## config.mk

```make
export PLATFORM = sky130hd
export DESIGN_NAME = burst_flash_bus_interface
export DESIGN_NICKNAME = d
export VERILOG_FILES = /design/src/burst_flash_pkg.sv /design/src/cmd_latch_mem.sv /design/src/burst_flash_bus_interface.sv
export VERILOG_INCLUDE_DIRS = /design/src
export SDC_FILE = /design/constraint.sdc
export NUM_CORES = 1
export LEC_CHECK = 0
export BUFFER_PORTS_ARGS = -buffer_cell sky130_fd_sc_hd__buf_2
export CAP_MARGIN = 20
export CORE_MARGIN = 2
export CORE_UTILIZATION = 60
export DETAILED_ROUTE_END_ITERATION = 12
export PLACE_DENSITY_LB_ADDON = 0.3
export SLEW_MARGIN = 25
export SYNTH_ARGS = -nofsm -noshare
export SYNTH_HDL_FRONTEND = slang
export SYNTH_SLANG_ARGS = --single-unit
```

## constraint.sdc

```tcl
create_clock -name REF_CLK -period 2.9 [get_ports REF_CLK]
set_clock_uncertainty 0.05 [all_clocks]
set_input_delay 0.29 -clock REF_CLK [delete_from_list [all_inputs] [get_ports REF_CLK]]
set_output_delay 0.29 -clock REF_CLK [all_outputs]
set_load 0.01 [all_outputs]
```

## src/burst_flash_consts.svh

```systemverilog
// Purpose: shared constants of the burst flash host port
// Assumes: included by the package and by every design file
// Notes: guarded against double inclusion
`ifndef BURST_FLASH_CONSTS_SVH
`define BURST_FLASH_CONSTS_SVH

`define ADDR_W 21
`define DATA_W 16
`define WAIT_W 4
`define LAT_W 6
`define CMD_DEPTH 8
`define CMD_PTR_W 3

// burst read modes held in the configuration
`define MODE_CONT 2'h0
`define MODE_W8 2'h1
`define MODE_W16 2'h2
`define MODE_W32 2'h3
`define WRAP8_MASK 21'h000007
`define WRAP16_MASK 21'h00000F
`define WRAP32_MASK 21'h00001F
`define CONT_MASK 21'h1FFFFF

// continuous burst boundary every 64 words
`define BOUNDARY_LOW 6'h3F
`define GAP_CYCLES 2'h2

// program-boost pin levels
`define BOOST_LOW 2'h0
`define BOOST_HIGH 2'h1
`define BOOST_ELEV 2'h2

// configuration command sequence
`define UNLOCK1_ADDR 21'h000555
`define UNLOCK1_DATA 16'h00AA
`define UNLOCK2_ADDR 21'h0002AA
`define UNLOCK2_DATA 16'h0055
`define CFG_CMD_DATA 16'h00C0

// configuration fields carried on the address of the last cycle
`define CFG_MODE_LSB 0
`define CFG_WAIT_LSB 2
`define CFG_EDGE_BIT 6

// reset values
`define CFG_RESET_EDGE 1'h1
`define CFG_RESET_WAIT 4'h2

`endif

```

## src/burst_flash_pkg.sv

```systemverilog
// Purpose: types of the burst flash host port
// Assumes: burst_flash_consts.svh gives the widths
// Notes: all module state is carried in the structs below
`include "burst_flash_consts.svh"
`default_nettype none

package burst_flash_pkg;
    typedef logic [`ADDR_W-1:0] word_addr_t;
    typedef logic [`DATA_W-1:0] word_data_t;

    typedef struct packed {
        logic ce_n;
        logic oe_n;
        logic we_n;
        logic avs_n;
        logic bclk;
        logic guard_n;
        logic [1:0] boost;
        word_addr_t addr;
        word_data_t din;
    } pins_s;

    typedef struct packed {
        logic sync_en;
        logic rise_edge;
        logic [`WAIT_W-1:0] wait_states;
        logic [1:0] mode;
    } cfg_s;

    typedef enum logic [1:0] {ST_IDLE, ST_LAT, ST_DATA, ST_GAP} burst_e;

    typedef struct packed {
        word_addr_t addr;
        word_data_t data;
    } cmd_s;

    typedef struct packed {
        pins_s meta;
        pins_s pins;
        logic bclk_prev;
        logic we_prev;
        burst_e st;
        word_addr_t held_addr;
        word_addr_t burst_addr;
        logic [`LAT_W-1:0] lat_cnt;
        logic [1:0] gap_cnt;
        cfg_s cfg;
        logic [1:0] unlock;
        logic [`CMD_PTR_W-1:0] wptr;
        word_data_t dout;
        logic cmd_pend;
        logic cmd_valid;
    } flash_state_s;

    typedef struct packed {
        cmd_s [`CMD_DEPTH-1:0] mem;
        cmd_s rd;
    } latch_state_s;
endpackage

`default_nettype wire

```

## src/cmd_latch_mem.sv

```systemverilog
// Purpose: command latches holding written command, address and data
// Assumes: one write and one read port on the same clock
// Notes: read data come out of a register one edge after rd_en
`include "burst_flash_consts.svh"
`default_nettype none

module cmd_latch_mem (
    input wire logic clk,
    input wire logic rst_b,
    input wire logic wr_en,
    input wire logic [`CMD_PTR_W-1:0] wr_ptr,
    input wire burst_flash_pkg::cmd_s wr_entry,
    input wire logic rd_en,
    input wire logic [`CMD_PTR_W-1:0] rd_ptr,
    output var burst_flash_pkg::cmd_s rd_entry
);
    import burst_flash_pkg::*;

    latch_state_s s;
    latch_state_s n;

    always_comb begin
        n = s;
        if (wr_en) begin
            n.mem[wr_ptr] = wr_entry;
        end
        if (rd_en) begin
            n.rd = s.mem[rd_ptr];
        end
    end

    always_ff @(posedge clk or negedge rst_b) begin
        if (!rst_b) begin
            s <= '0;
        end else begin
            s <= n;
        end
    end

    assign rd_entry = s.rd;
endmodule

`default_nettype wire

```

## src/burst_flash_bus_interface.sv

```systemverilog
// Purpose: pin-side bus interface of a 16-bit burst flash
// Assumes: pins and burst clock are asynchronous to REF_CLK; array data same clock
// Notes: burst clock edges are found by sampling, so it must be well below REF_CLK
`include "burst_flash_consts.svh"
`default_nettype none

// Function
// - 21-bit word address, 16-bit shared data
// - chip select, output enable act on levels
// - ready low when burst data invalid
// - burst clock edges advance the address
// - rising edge active unless configured otherwise
// - low strobe passes or latches address
// - high strobe ignores address inputs
// - hardware reset floats bus, ends burst
// - write guard low protects outer sectors
// - elevated boost accelerates, enters unlock bypass
// - boost low locks all sectors
// - command latches outside map feed state machine
// - advance outputs next word, ignores address
// - chip select high ends burst, floats
// - new strobe pulse restarts burst there
// - reduced variant: even start is faster
// - asynchronous reads only until configured
// - two-cycle gap at each 64-word boundary
// - linear burst wraps within aligned group
// - standard variant: odd start one extra
module burst_flash_bus_interface #(
    parameter bit REDUCED_WAIT = 1'b0
) (
    input wire logic REF_CLK,
    input wire logic RST_B,
    input wire logic CE_N,
    input wire logic OE_N,
    input wire logic WE_N,
    input wire logic ADDRESS_VALID_STROBE_N,
    input wire logic BURST_CLK,
    input wire logic WRITE_GUARD_N,
    input wire logic [1:0] PROGRAM_BOOST_INPUT,
    input wire burst_flash_pkg::word_addr_t WORD_ADDRESS_BUS,
    input wire burst_flash_pkg::word_data_t BIDIR_DATA_BUS_I,
    output logic [`DATA_W-1:0] BIDIR_DATA_BUS_O,
    output logic BIDIR_DATA_BUS_OE,
    output logic BURST_DATA_VALID,
    output logic [`ADDR_W-1:0] ARRAY_ADDR,
    input wire burst_flash_pkg::word_data_t ARRAY_DATA,
    output logic CMD_STROBE,
    output logic [`ADDR_W-1:0] CMD_ADDR,
    output logic [`DATA_W-1:0] CMD_DATA,
    output logic OUTER_GUARD,
    output logic SECTORS_LOCKED,
    output logic ACCEL_PROGRAM,
    output logic UNLOCK_BYPASS,
    output logic SYNC_MODE
);
    import burst_flash_pkg::*;

    localparam pins_s PINS_IDLE = '{
        ce_n: 1'b1, oe_n: 1'b1, we_n: 1'b1, avs_n: 1'b1, bclk: 1'b0,
        guard_n: 1'b1, boost: `BOOST_HIGH, addr: '0, din: '0};
    localparam cfg_s CFG_RESET = '{
        sync_en: 1'b0, rise_edge: `CFG_RESET_EDGE, wait_states: `CFG_RESET_WAIT,
        mode: `MODE_CONT};

    flash_state_s s;
    flash_state_s n;
    cmd_s latched;
    pins_s pin_now;
    logic we_rise;
    logic act_edge;
    logic cmd_write;
    word_addr_t wr_addr;
    cmd_s wr_entry;
    logic [`CMD_PTR_W-1:0] rd_ptr;

    // next address inside the wrap group of the current mode
    function automatic word_addr_t next_burst_addr(input word_addr_t a, input logic [1:0] mode);
        word_addr_t mask;
        word_addr_t inc;
        case (mode)
            `MODE_W8: mask = `WRAP8_MASK;
            `MODE_W16: mask = `WRAP16_MASK;
            `MODE_W32: mask = `WRAP32_MASK;
            default: mask = `CONT_MASK;
        endcase
        inc = a + 1'b1;
        return (a & ~mask) | (inc & mask);
    endfunction

    // edges to wait before the first word
    function automatic logic [`LAT_W-1:0] first_latency(input logic [`WAIT_W-1:0] ws,
                                                        input logic odd);
        logic [`LAT_W-1:0] lat;
        lat = {2'h0, ws};
        lat = lat + {5'h0, odd};
        if (!REDUCED_WAIT) begin
            lat = lat + 6'h01;
        end
        return lat;
    endfunction

    always_comb begin
        pin_now = '{
            ce_n: CE_N, oe_n: OE_N, we_n: WE_N, avs_n: ADDRESS_VALID_STROBE_N,
            bclk: BURST_CLK, guard_n: WRITE_GUARD_N, boost: PROGRAM_BOOST_INPUT,
            addr: WORD_ADDRESS_BUS, din: BIDIR_DATA_BUS_I};
    end

    assign we_rise = s.pins.we_n & ~s.we_prev;
    // edge detection on the second stage only
    assign act_edge = s.cfg.rise_edge ? (s.pins.bclk & ~s.bclk_prev)
                                      : (~s.pins.bclk & s.bclk_prev);
    assign cmd_write = we_rise & ~s.pins.ce_n & s.pins.oe_n;
    assign wr_addr = s.pins.avs_n ? s.held_addr : s.pins.addr;
    assign wr_entry = '{addr: wr_addr, data: s.pins.din};
    // slot filled at the previous edge, the pointer has already moved on
    assign rd_ptr = s.wptr - 3'h1;

    always_comb begin
        n = s;
        n.meta = pin_now;
        n.pins = s.meta;
        n.bclk_prev = s.pins.bclk;
        n.we_prev = s.pins.we_n;
        n.cmd_pend = cmd_write;
        n.cmd_valid = s.cmd_pend;
        n.dout = ARRAY_DATA;
        if (!s.pins.avs_n) begin
            n.held_addr = s.pins.addr;
        end
        if (cmd_write) begin
            n.wptr = s.wptr + 1'b1;
            case (s.unlock)
                2'h0: begin
                    n.unlock = (wr_addr == `UNLOCK1_ADDR && s.pins.din == `UNLOCK1_DATA)
                               ? 2'h1 : 2'h0;
                end
                2'h1: begin
                    n.unlock = (wr_addr == `UNLOCK2_ADDR && s.pins.din == `UNLOCK2_DATA)
                               ? 2'h2 : 2'h0;
                end
                default: begin
                    n.unlock = 2'h0;
                    if (s.pins.din == `CFG_CMD_DATA) begin
                        n.cfg.sync_en = 1'b1;
                        n.cfg.mode = wr_addr[`CFG_MODE_LSB +: 2];
                        n.cfg.wait_states = wr_addr[`CFG_WAIT_LSB +: `WAIT_W];
                        n.cfg.rise_edge = wr_addr[`CFG_EDGE_BIT];
                    end
                end
            endcase
        end
        if (!s.cfg.sync_en || s.pins.ce_n) begin
            n.st = ST_IDLE;
        end else if (act_edge && s.pins.we_n && !s.pins.avs_n) begin
            n.st = ST_LAT;
            n.burst_addr = s.pins.addr;
            n.lat_cnt = first_latency(s.cfg.wait_states, s.pins.addr[0]);
        end else if (act_edge) begin
            case (s.st)
                ST_LAT: begin
                    if (s.lat_cnt == '0) begin
                        n.st = ST_DATA;
                    end else begin
                        n.lat_cnt = s.lat_cnt - 1'b1;
                    end
                end
                ST_DATA: begin
                    if (!s.pins.oe_n) begin
                        n.burst_addr = next_burst_addr(s.burst_addr, s.cfg.mode);
                        if (s.cfg.mode == `MODE_CONT &&
                            s.burst_addr[5:0] == `BOUNDARY_LOW) begin
                            n.st = ST_GAP;
                            n.gap_cnt = `GAP_CYCLES - 2'h1;
                        end
                    end
                end
                ST_GAP: begin
                    if (s.gap_cnt == 2'h0) begin
                        n.st = ST_DATA;
                    end else begin
                        n.gap_cnt = s.gap_cnt - 2'h1;
                    end
                end
                default: begin
                    n.st = ST_IDLE;
                end
            endcase
        end
    end

    // asynchronous reset is the hardware reset pin
    always_ff @(posedge REF_CLK or negedge RST_B) begin
        if (!RST_B) begin
            s <= '{
                meta: PINS_IDLE, pins: PINS_IDLE, bclk_prev: 1'b0, we_prev: 1'b1,
                st: ST_IDLE, held_addr: '0, burst_addr: '0, lat_cnt: '0, gap_cnt: 2'h0,
                cfg: CFG_RESET, unlock: 2'h0, wptr: '0, dout: '0, cmd_pend: 1'b0,
                cmd_valid: 1'b0};
        end else begin
            s <= n;
        end
    end

    cmd_latch_mem u_cmd_latch (
        .clk(REF_CLK),
        .rst_b(RST_B),
        .wr_en(cmd_write),
        .wr_ptr(s.wptr),
        .wr_entry(wr_entry),
        .rd_en(s.cmd_pend),
        .rd_ptr(rd_ptr),
        .rd_entry(latched)
    );

    always_comb begin
        if (s.cfg.sync_en) begin
            ARRAY_ADDR = s.burst_addr;
        end else begin
            ARRAY_ADDR = s.pins.avs_n ? s.held_addr : s.pins.addr;
        end
        // levels of select and enable gate the bus directly
        BIDIR_DATA_BUS_OE = ~s.pins.ce_n & ~s.pins.oe_n & s.pins.we_n &
                            (s.cfg.sync_en ? (s.st == ST_DATA) : 1'b1);
        BURST_DATA_VALID = ~(s.st == ST_LAT || s.st == ST_GAP);
    end

    assign BIDIR_DATA_BUS_O = s.dout;
    assign CMD_STROBE = s.cmd_valid;
    assign CMD_ADDR = latched.addr;
    assign CMD_DATA = latched.data;
    assign OUTER_GUARD = ~s.pins.guard_n;
    assign SECTORS_LOCKED = s.pins.boost == `BOOST_LOW;
    assign ACCEL_PROGRAM = s.pins.boost == `BOOST_ELEV;
    assign UNLOCK_BYPASS = s.pins.boost == `BOOST_ELEV;
    assign SYNC_MODE = s.cfg.sync_en;

    a_reset_floats: assert property (
        @(posedge REF_CLK) $rose(RST_B) |-> !BIDIR_DATA_BUS_OE && s.st == ST_IDLE)
        else $error("bus driven right after reset");

    a_latency_not_ready: assert property (
        @(posedge REF_CLK) disable iff (!RST_B)
        (s.st == ST_LAT) |-> !BURST_DATA_VALID && !BIDIR_DATA_BUS_OE)
        else $error("ready or data during initial latency");

    a_async_only_first: assert property (
        @(posedge REF_CLK) disable iff (!RST_B)
        !s.cfg.sync_en |-> s.st == ST_IDLE)
        else $error("burst state before configuration");

    a_select_ends_burst: assert property (
        @(posedge REF_CLK) disable iff (!RST_B)
        s.pins.ce_n |-> !BIDIR_DATA_BUS_OE ##1 s.st == ST_IDLE)
        else $error("burst survived deselect");

    a_cont_advance: assert property (
        @(posedge REF_CLK) disable iff (!RST_B)
        (s.st == ST_DATA && act_edge && !s.pins.oe_n && !s.pins.ce_n && s.pins.avs_n &&
         s.cfg.mode == `MODE_CONT && s.burst_addr[5:0] != `BOUNDARY_LOW)
        |=> s.st == ST_DATA && s.burst_addr == $past(s.burst_addr) + 21'h000001)
        else $error("continuous burst did not advance by one");

    a_wrap_in_group: assert property (
        @(posedge REF_CLK) disable iff (!RST_B)
        (s.st == ST_DATA && act_edge && !s.pins.oe_n && !s.pins.ce_n && s.pins.avs_n &&
         s.cfg.mode == `MODE_W8)
        |=> s.burst_addr[20:3] == $past(s.burst_addr[20:3]) &&
            s.burst_addr[2:0] == $past(s.burst_addr[2:0]) + 3'h1)
        else $error("linear burst left its group");

    a_strobe_high_holds: assert property (
        @(posedge REF_CLK) disable iff (!RST_B)
        !s.cfg.sync_en && s.pins.avs_n && $past(s.pins.avs_n) |-> $stable(s.held_addr))
        else $error("address taken while strobe high");

    a_guard_outer: assert property (
        @(posedge REF_CLK) disable iff (!RST_B)
        (!WRITE_GUARD_N)[*3] |-> OUTER_GUARD)
        else $error("outer sectors not guarded");

    a_boost_locks: assert property (
        @(posedge REF_CLK) disable iff (!RST_B)
        (PROGRAM_BOOST_INPUT == `BOOST_LOW)[*3] |-> SECTORS_LOCKED && !ACCEL_PROGRAM)
        else $error("sectors not locked with boost low");

    a_cmd_latched: assert property (
        @(posedge REF_CLK) disable iff (!RST_B)
        cmd_write |-> ##2 CMD_STROBE && CMD_DATA == $past(s.pins.din, 2))
        else $error("command latch lost a write");

    a_odd_extra: assert property (
        @(posedge REF_CLK) disable iff (!RST_B)
        (s.st != ST_LAT && !s.pins.ce_n && n.st == ST_LAT)
        |=> s.lat_cnt == {2'h0, s.cfg.wait_states} + {5'h0, s.burst_addr[0]}
                         + {5'h0, !REDUCED_WAIT})
        else $error("wrong initial latency");

    a_boundary_gap: assert property (
        @(posedge REF_CLK) disable iff (!RST_B)
        (s.st == ST_DATA && act_edge && !s.pins.oe_n && !s.pins.ce_n && s.pins.avs_n &&
         s.cfg.mode == `MODE_CONT && s.burst_addr[5:0] == `BOUNDARY_LOW)
        |=> s.st == ST_GAP && !BURST_DATA_VALID && s.gap_cnt == 2'h1)
        else $error("no gap at 64-word boundary");
endmodule

`default_nettype wire

```

# Word-level counts from Yosys, hierarchy flattened
# Index checks and enable logic that the tools add are counted.
[op_classes]
bitwise = 22
reduce_logical = 26
n_mux = 36
n_addsub = 7
eq_ne = 23
magnitude_cmp = 3
[op_table]
columns = ["op", "count"]
rows = [
  ["$bwmux W296", 1],
  ["$mux W21", 9],
  ["$bmux W37 S3", 1],
  ["$demux W37 S3", 1],
  ["$mux W37", 2],
  ["$pmux W21 S3", 1],
  ["$and A21 B21 Y21", 2],
  ["$eq A16 B8 Y1 const B", 2],
  ["$mux W29", 1],
  ["$mux W27", 1],
  ["$mux W2", 11],
  ["$add A21 B1 Y21 const B", 1],
  ["$eq A21 B10 Y1 const B", 1],
  ["$eq A21 B11 Y1 const B", 1],
  ["$not A21 Y21", 1],
  ["$or A21 B21 Y21", 1],
  ["$eq A16 B7 Y1 const B", 1],
  ["$ne A4 B4 Y1 const B", 4],
  ["$mux W6", 2],
  ["$eq A2 B2 Y1 const B", 5],
  ["$not A1 Y1", 10],
  ["$and A1 B1 Y1", 8],
  ["$logic_not A2 Y1", 4],
  ["$lt A3 B4 Y1 const B", 2],
  ["25 further kinds", 44],
]
[word_totals]
wordCells = 169
in_bits = 63
regBits = 508

# Depth between registers and ports, before layout
[logic_depth]
word_depth = 14
mapped_depth = 8

# Hierarchy
# Synthesis repeated with hierarchy kept, for this count alone.
[unflattened]
cells_unflattened = 1646
hier_area_um2 = 22308.9
[by_module_without_submodules]
columns = ["mod", "seq_area_each_um2", "area_each_um2", "instances", "cells_per_inst"]
rows = [
  ["cmd_latch_mem", 8333.0, 15268.4, 1, 1091],
  ["burst_flash_bus_interface", 4398.0, 7040.5, 1, 555],
]

# Worst setup path after synthesis
# No wires, ideal clock.
[synth_timing]
kind = "reg-to-reg"
startpoint = "register s[19] (netlist bit)"
endpoint = "register u_cmd_latch.s (netlist bit u_cmd_latch.rd_entry[24])"
stages_incl_launch_ff = 8
synth_period_minus_slack_ns = 2.250
path_buffers = 2
setup_time_ns = 0.137
arrival_time_ns = 2.063
slack_ns = 0.650
cell_sequence = "dfrtp_1 -> inv_1 -> ha_1 -> clkbuf_1 -> clkbuf_1 -> mux4_2 -> mux2i_1 -> a21oi_1"
[synth_between]
elab_chain_len = 3
[synth_lines]
columns = ["element", "line_no", "text"]
rows = [
  ["start: declaration", "burst_flash_bus_interface.sv:65", "flash_state_s s;"],
  ["start signal: assignment", "burst_flash_bus_interface.sv:195", "s <= '{"],
  ["start signal: assignment", "burst_flash_bus_interface.sv:201", "s <= n;"],
  ["$sub A3 B1 Y3", "burst_flash_bus_interface.sv:117", "assign rd_ptr = s.wptr - 3'h1;"],
  ["$bmux W37 S3", "cmd_latch_mem.sv:28", "n.rd = s.mem[rd_ptr];"],
  ["$mux W37 (implied by the code)", "cmd_latch_mem.sv:28", ""],
  ["end signal: assignment", "cmd_latch_mem.sv:36", "s <= n;"],
  ["end: declaration", "cmd_latch_mem.sv:19", "latch_state_s s;"],
]
# Every way passes these cells. The select of a mux whose other input is x is not followed.
# A chain may end at the register's enable or synchronous reset.

==> run_results.csv <==
group,metric,value,unit
outcome,outcome,"completed",
placement,gp_congestion,0.886,
power,clockPowerShare,31.0,%
synthesis,synth_top_family_by_area,"multiplexers",
setup_path,crit_type,"reg -> out",
clock_network,clk_latency,0.58,ns
power,sw_frac_of_total,29.4,%
setup_path,endpoint_kind,"output pin",
timing,grt_setup_unrepaired,"false",
grt,use_met1,36.9,%
clock_network,numCtsBuffers,52,
synthesis,synthTopCellsByArea,"dfrtp_1 (58%), mux4_2 (7.8%), mux2_2 (7.2%), a21oi_1 (3.6%), mux2i_1 (3.0%)",
run,max-cap-violations,0,
setup_path,r2r-start,"s[126]$_DFF_PN1_",
synthesis,synth_edf_count,0,
route,totalWireLength,48400,um
setup_path,endpoint,"ARRAY_ADDR[9]",
synthesis,synthMuxAreaShare,18.1,%
die,die-area,0.0371,mm^2
timing,fin_setup_tns,0,ns
synthesis,synth_most_common_cell,"dfrtp_1",
grt,antenna_found_initial,0,
grt,grt_pass1_wl,78100,um
power,intPower,16.2,mW
placement,port_buffers,144,
synthesis,ys_warn_count,0,
setup_path,crit_start,"s[126]$_DFF_PN1_",
timing,period_share,95.0,%
setup_path,arrival,2.41,ns
clock_network,tritoncts,"yes",
die,io_pins,145,
min_path,hp-class,"in -> async",
setup_path,required,2.56,ns
setup_path,r2r_setup_slack,0.33,ns
route,wl_per_cell,20.3,um
synthesis,syn-num-nets,1791,
synthesis,synthCells,1717,
route,drc_errors,0,
clock_network,cts.sinks,508,
synthesis,synth_compound_area_share,8.20,%
finish,area_growth,17.1,%
timing,setup_violations,0,
power,pwr-share-comb,26.3,%
synthesis,avgSynthCellArea,12.4,um^2
setup_path,r2r_cells,5,
synthesis,synthArstFlopShare,100,%
synthesis,syn_area,0.0214,mm^2
clock_network,cts_max_level,2,
clock_network,path_clk_slew,0.06,ns
die,rows,69,
setup_path,rr_endpoint,"s[37]$_DFFE_PN0P_",
power,p_total,23.0,mW
grt,grt_usage,27.1,%
power,leakage,11.5,nW
finish,fin_nets,1952,
finish,n_antenna_cell,0,
power,powerDensity,920,mW/mm^2
grt,grt_max_degree,80,
setup_path,start_kind,"flip-flop",
synthesis,synth_top_cell_by_area,"dfrtp_1",
die,die_x,193,um
grt,overflow,0,
placement,dp_hpwl,29800,um
synthesis,ys_ff_latch,508,
timing,maxSlewHeadroom,31.7,%
timing,final-hold-violation-count,0,
route,ant_nets,0,
synthesis,ys_dominant_reg_cell,"dfrtp_1",
timing,min_period,2.75,ns
route,via_per_inst,5.91,
clock_network,clockRootBuffer,"clkbuf_16",
grt,grt_pass1_vias,14800,
die,start_util,60.5,%
finish,fill_cells,2377,
synthesis,ys_seq_area_share,59.6,%
clock_network,cts.path.max_buffers,3,
grt,met2_usage,45.1,%
synthesis,ys_top_cells_by_count,"dfrtp_1 (493), nor2_1 (166), a21oi_1 (152)",
route,first_pass_iters,5,
die,core,0.0353,mm^2
timing,tightestPinTransition,1.02,ns
route,drt-initial-drc-count,889,
die,die-height,193,um
synthesis,synth.distinct_cells,69,
grt,grt.met3_usage,4.00,%
synthesis,synth_fa_ha_area_share,0.645,%
synthesis,synth.top_cell.area_share,57.8,%
timing,fmax,363,MHz
grt,grt.busiest_layer,"met2",
finish,drive_above_1_share,28.7,%
power,pwr-share-seq,42.6,%
timing,drv_slew,0,
power,ir_worst_vdd,0.781,mV
synthesis,synth-xor-area-share,0.240,%
power,switching_power,6.77,mW
synthesis,yosys.area_share.simple,7.95,%
route,num_vias,14100,
setup_path,crit_fanout,15,
==> final cells by class <==
class / instances / area [um^2] / share of cell area [%]
well taps: 461 / 577 / 2.31
repair buffers: 274 / 2070 / 8.26
inverters: 52 / 195 / 0.780
flip-flops and latches: 508 / 12700 / 50.9
clock inverters: 22 / 333 / 1.33
multi-input cells: 990 / 7570 / 30.3
clock buffers: 75 / 1530 / 6.11
==> layout by cell type, fill, tap and decap left out, types with 4 or more instances in the layout <==
cell and n:
nand2b_1 4, nand4_1 11, ha_1 10, buf_2 143, or4_1 4, mux4_2 74, clkbuf_16 53, clkbuf_1 10
inv_1 52, a21oi_1 152, nor2_1 164, nor2b_1 5, buf_12 16, o21ai_0 123, nor3_1 8, and3_1 7
bufinv_16 8, nand2_1 114, buf_4 51, clkinv_2 7, clkbuf_8 12, mux2i_1 65, mux2_2 136, dfrtp_1 491
o22ai_1 6, a22oi_1 7, nor4b_1 5, nand3_1 11, dfstp_2 14, dlygate4sd3_1 62, nor4_1 9
==> sequential cells by signal (all words and copies together) (netlist names) <==
signal,flops
BIDIR_DATA_BUS_O,16
CMD_STROBE,1
SYNC_MODE,1
n,48
s,109
u_cmd_latch.rd_entry,37
u_cmd_latch.s,296
==> cells by family (layout without fill, tap and decap cells) <==
logic type,after synthesis,after routing
AOI/OAI and AO/OA,323,323
xor gates and xnor gates,5,5
adders and majority gates,11,11
buffers and inverters,219,423
DFF,508,508
muxes,277,277
and+or+nand+nor,374,374
==> worst max-delay path, cell delays in order (launching register included) <==
cell and delay (ns):
dfstp_4 0.77, nand2b_1 0.18, and2_1 0.33, inv_1 0.10, mux2_2 0.31, buf_2 0.15
==> routing by layer <==
| metal | wire length, um | up-vias |
|---|---|---|
| met5 | 0 | - |
| met3 | 2410 | 106 |
| met2 | 24100 | 454 |
| met4 | 1300 | 0 |
| met1 | 20600 | 7208 |
| li1 | - | 6314 |
==> power by group through the flow <==
stage,combinational [mW],sequential (mW),clock (mW)
after global placement,5.86,9.77,0
after global routing,6.60,10.0,7.57
after detailed placement,6.01,9.90,0
after CTS,6.11,9.80,7.26
after floorplan,4.75,9.47,0
final,6.06,9.82,7.15
==> through the flow <==
| step | hold WS (ns) | cells | setup WS [ns] | util (%) | area [um^2] |
|---|---|---|---|---|---|
| 2_1_floorplan | -0.0556 | 1717 | 0.650 | - | 21400 |
| 3_3_place_gp | 0.263 | 2222 | 0.497 | 63.8 | 22500 |
| 3_5_place_dp | 0.282 | 2222 | 0.440 | 63.8 | 22500 |
| 4_1_cts | 0.269 | 2381 | 0.0381 | 70.8 | 25000 |
| 5_1_grt | 0.280 | 2382 | 0.0632 | 70.8 | 25000 |
| 6_report | 0.226 | 2382 | 0.146 | 70.8 | 25000 |
==> how the worst min path moves through the flow <==
stage | from | endpoint | slack (ns)
6_report | RST_B | BIDIR_DATA_BUS_O[1]$_DFF_PN0_ | 0.23
2_1_floorplan | RST_B | BIDIR_DATA_BUS_O[0]$_DFF_PN0_ | -0.06
3_5_place_dp | RST_B | BIDIR_DATA_BUS_O[1]$_DFF_PN0_ | 0.28
5_1_grt | RST_B | BIDIR_DATA_BUS_O[1]$_DFF_PN0_ | 0.28
3_3_place_gp | RST_B | BIDIR_DATA_BUS_O[1]$_DFF_PN0_ | 0.26
4_1_cts | RST_B | BIDIR_DATA_BUS_O[1]$_DFF_PN0_ | 0.27
==> what timing repair did <==
action	in CTS	in global routing
gates resized for setup	1	1
hold endpoints to repair	127	0
hold buffers	62	0
buffers inserted	0	1
endpoints found under the setup margin	6	4
(Power assumes the default switching activity.)
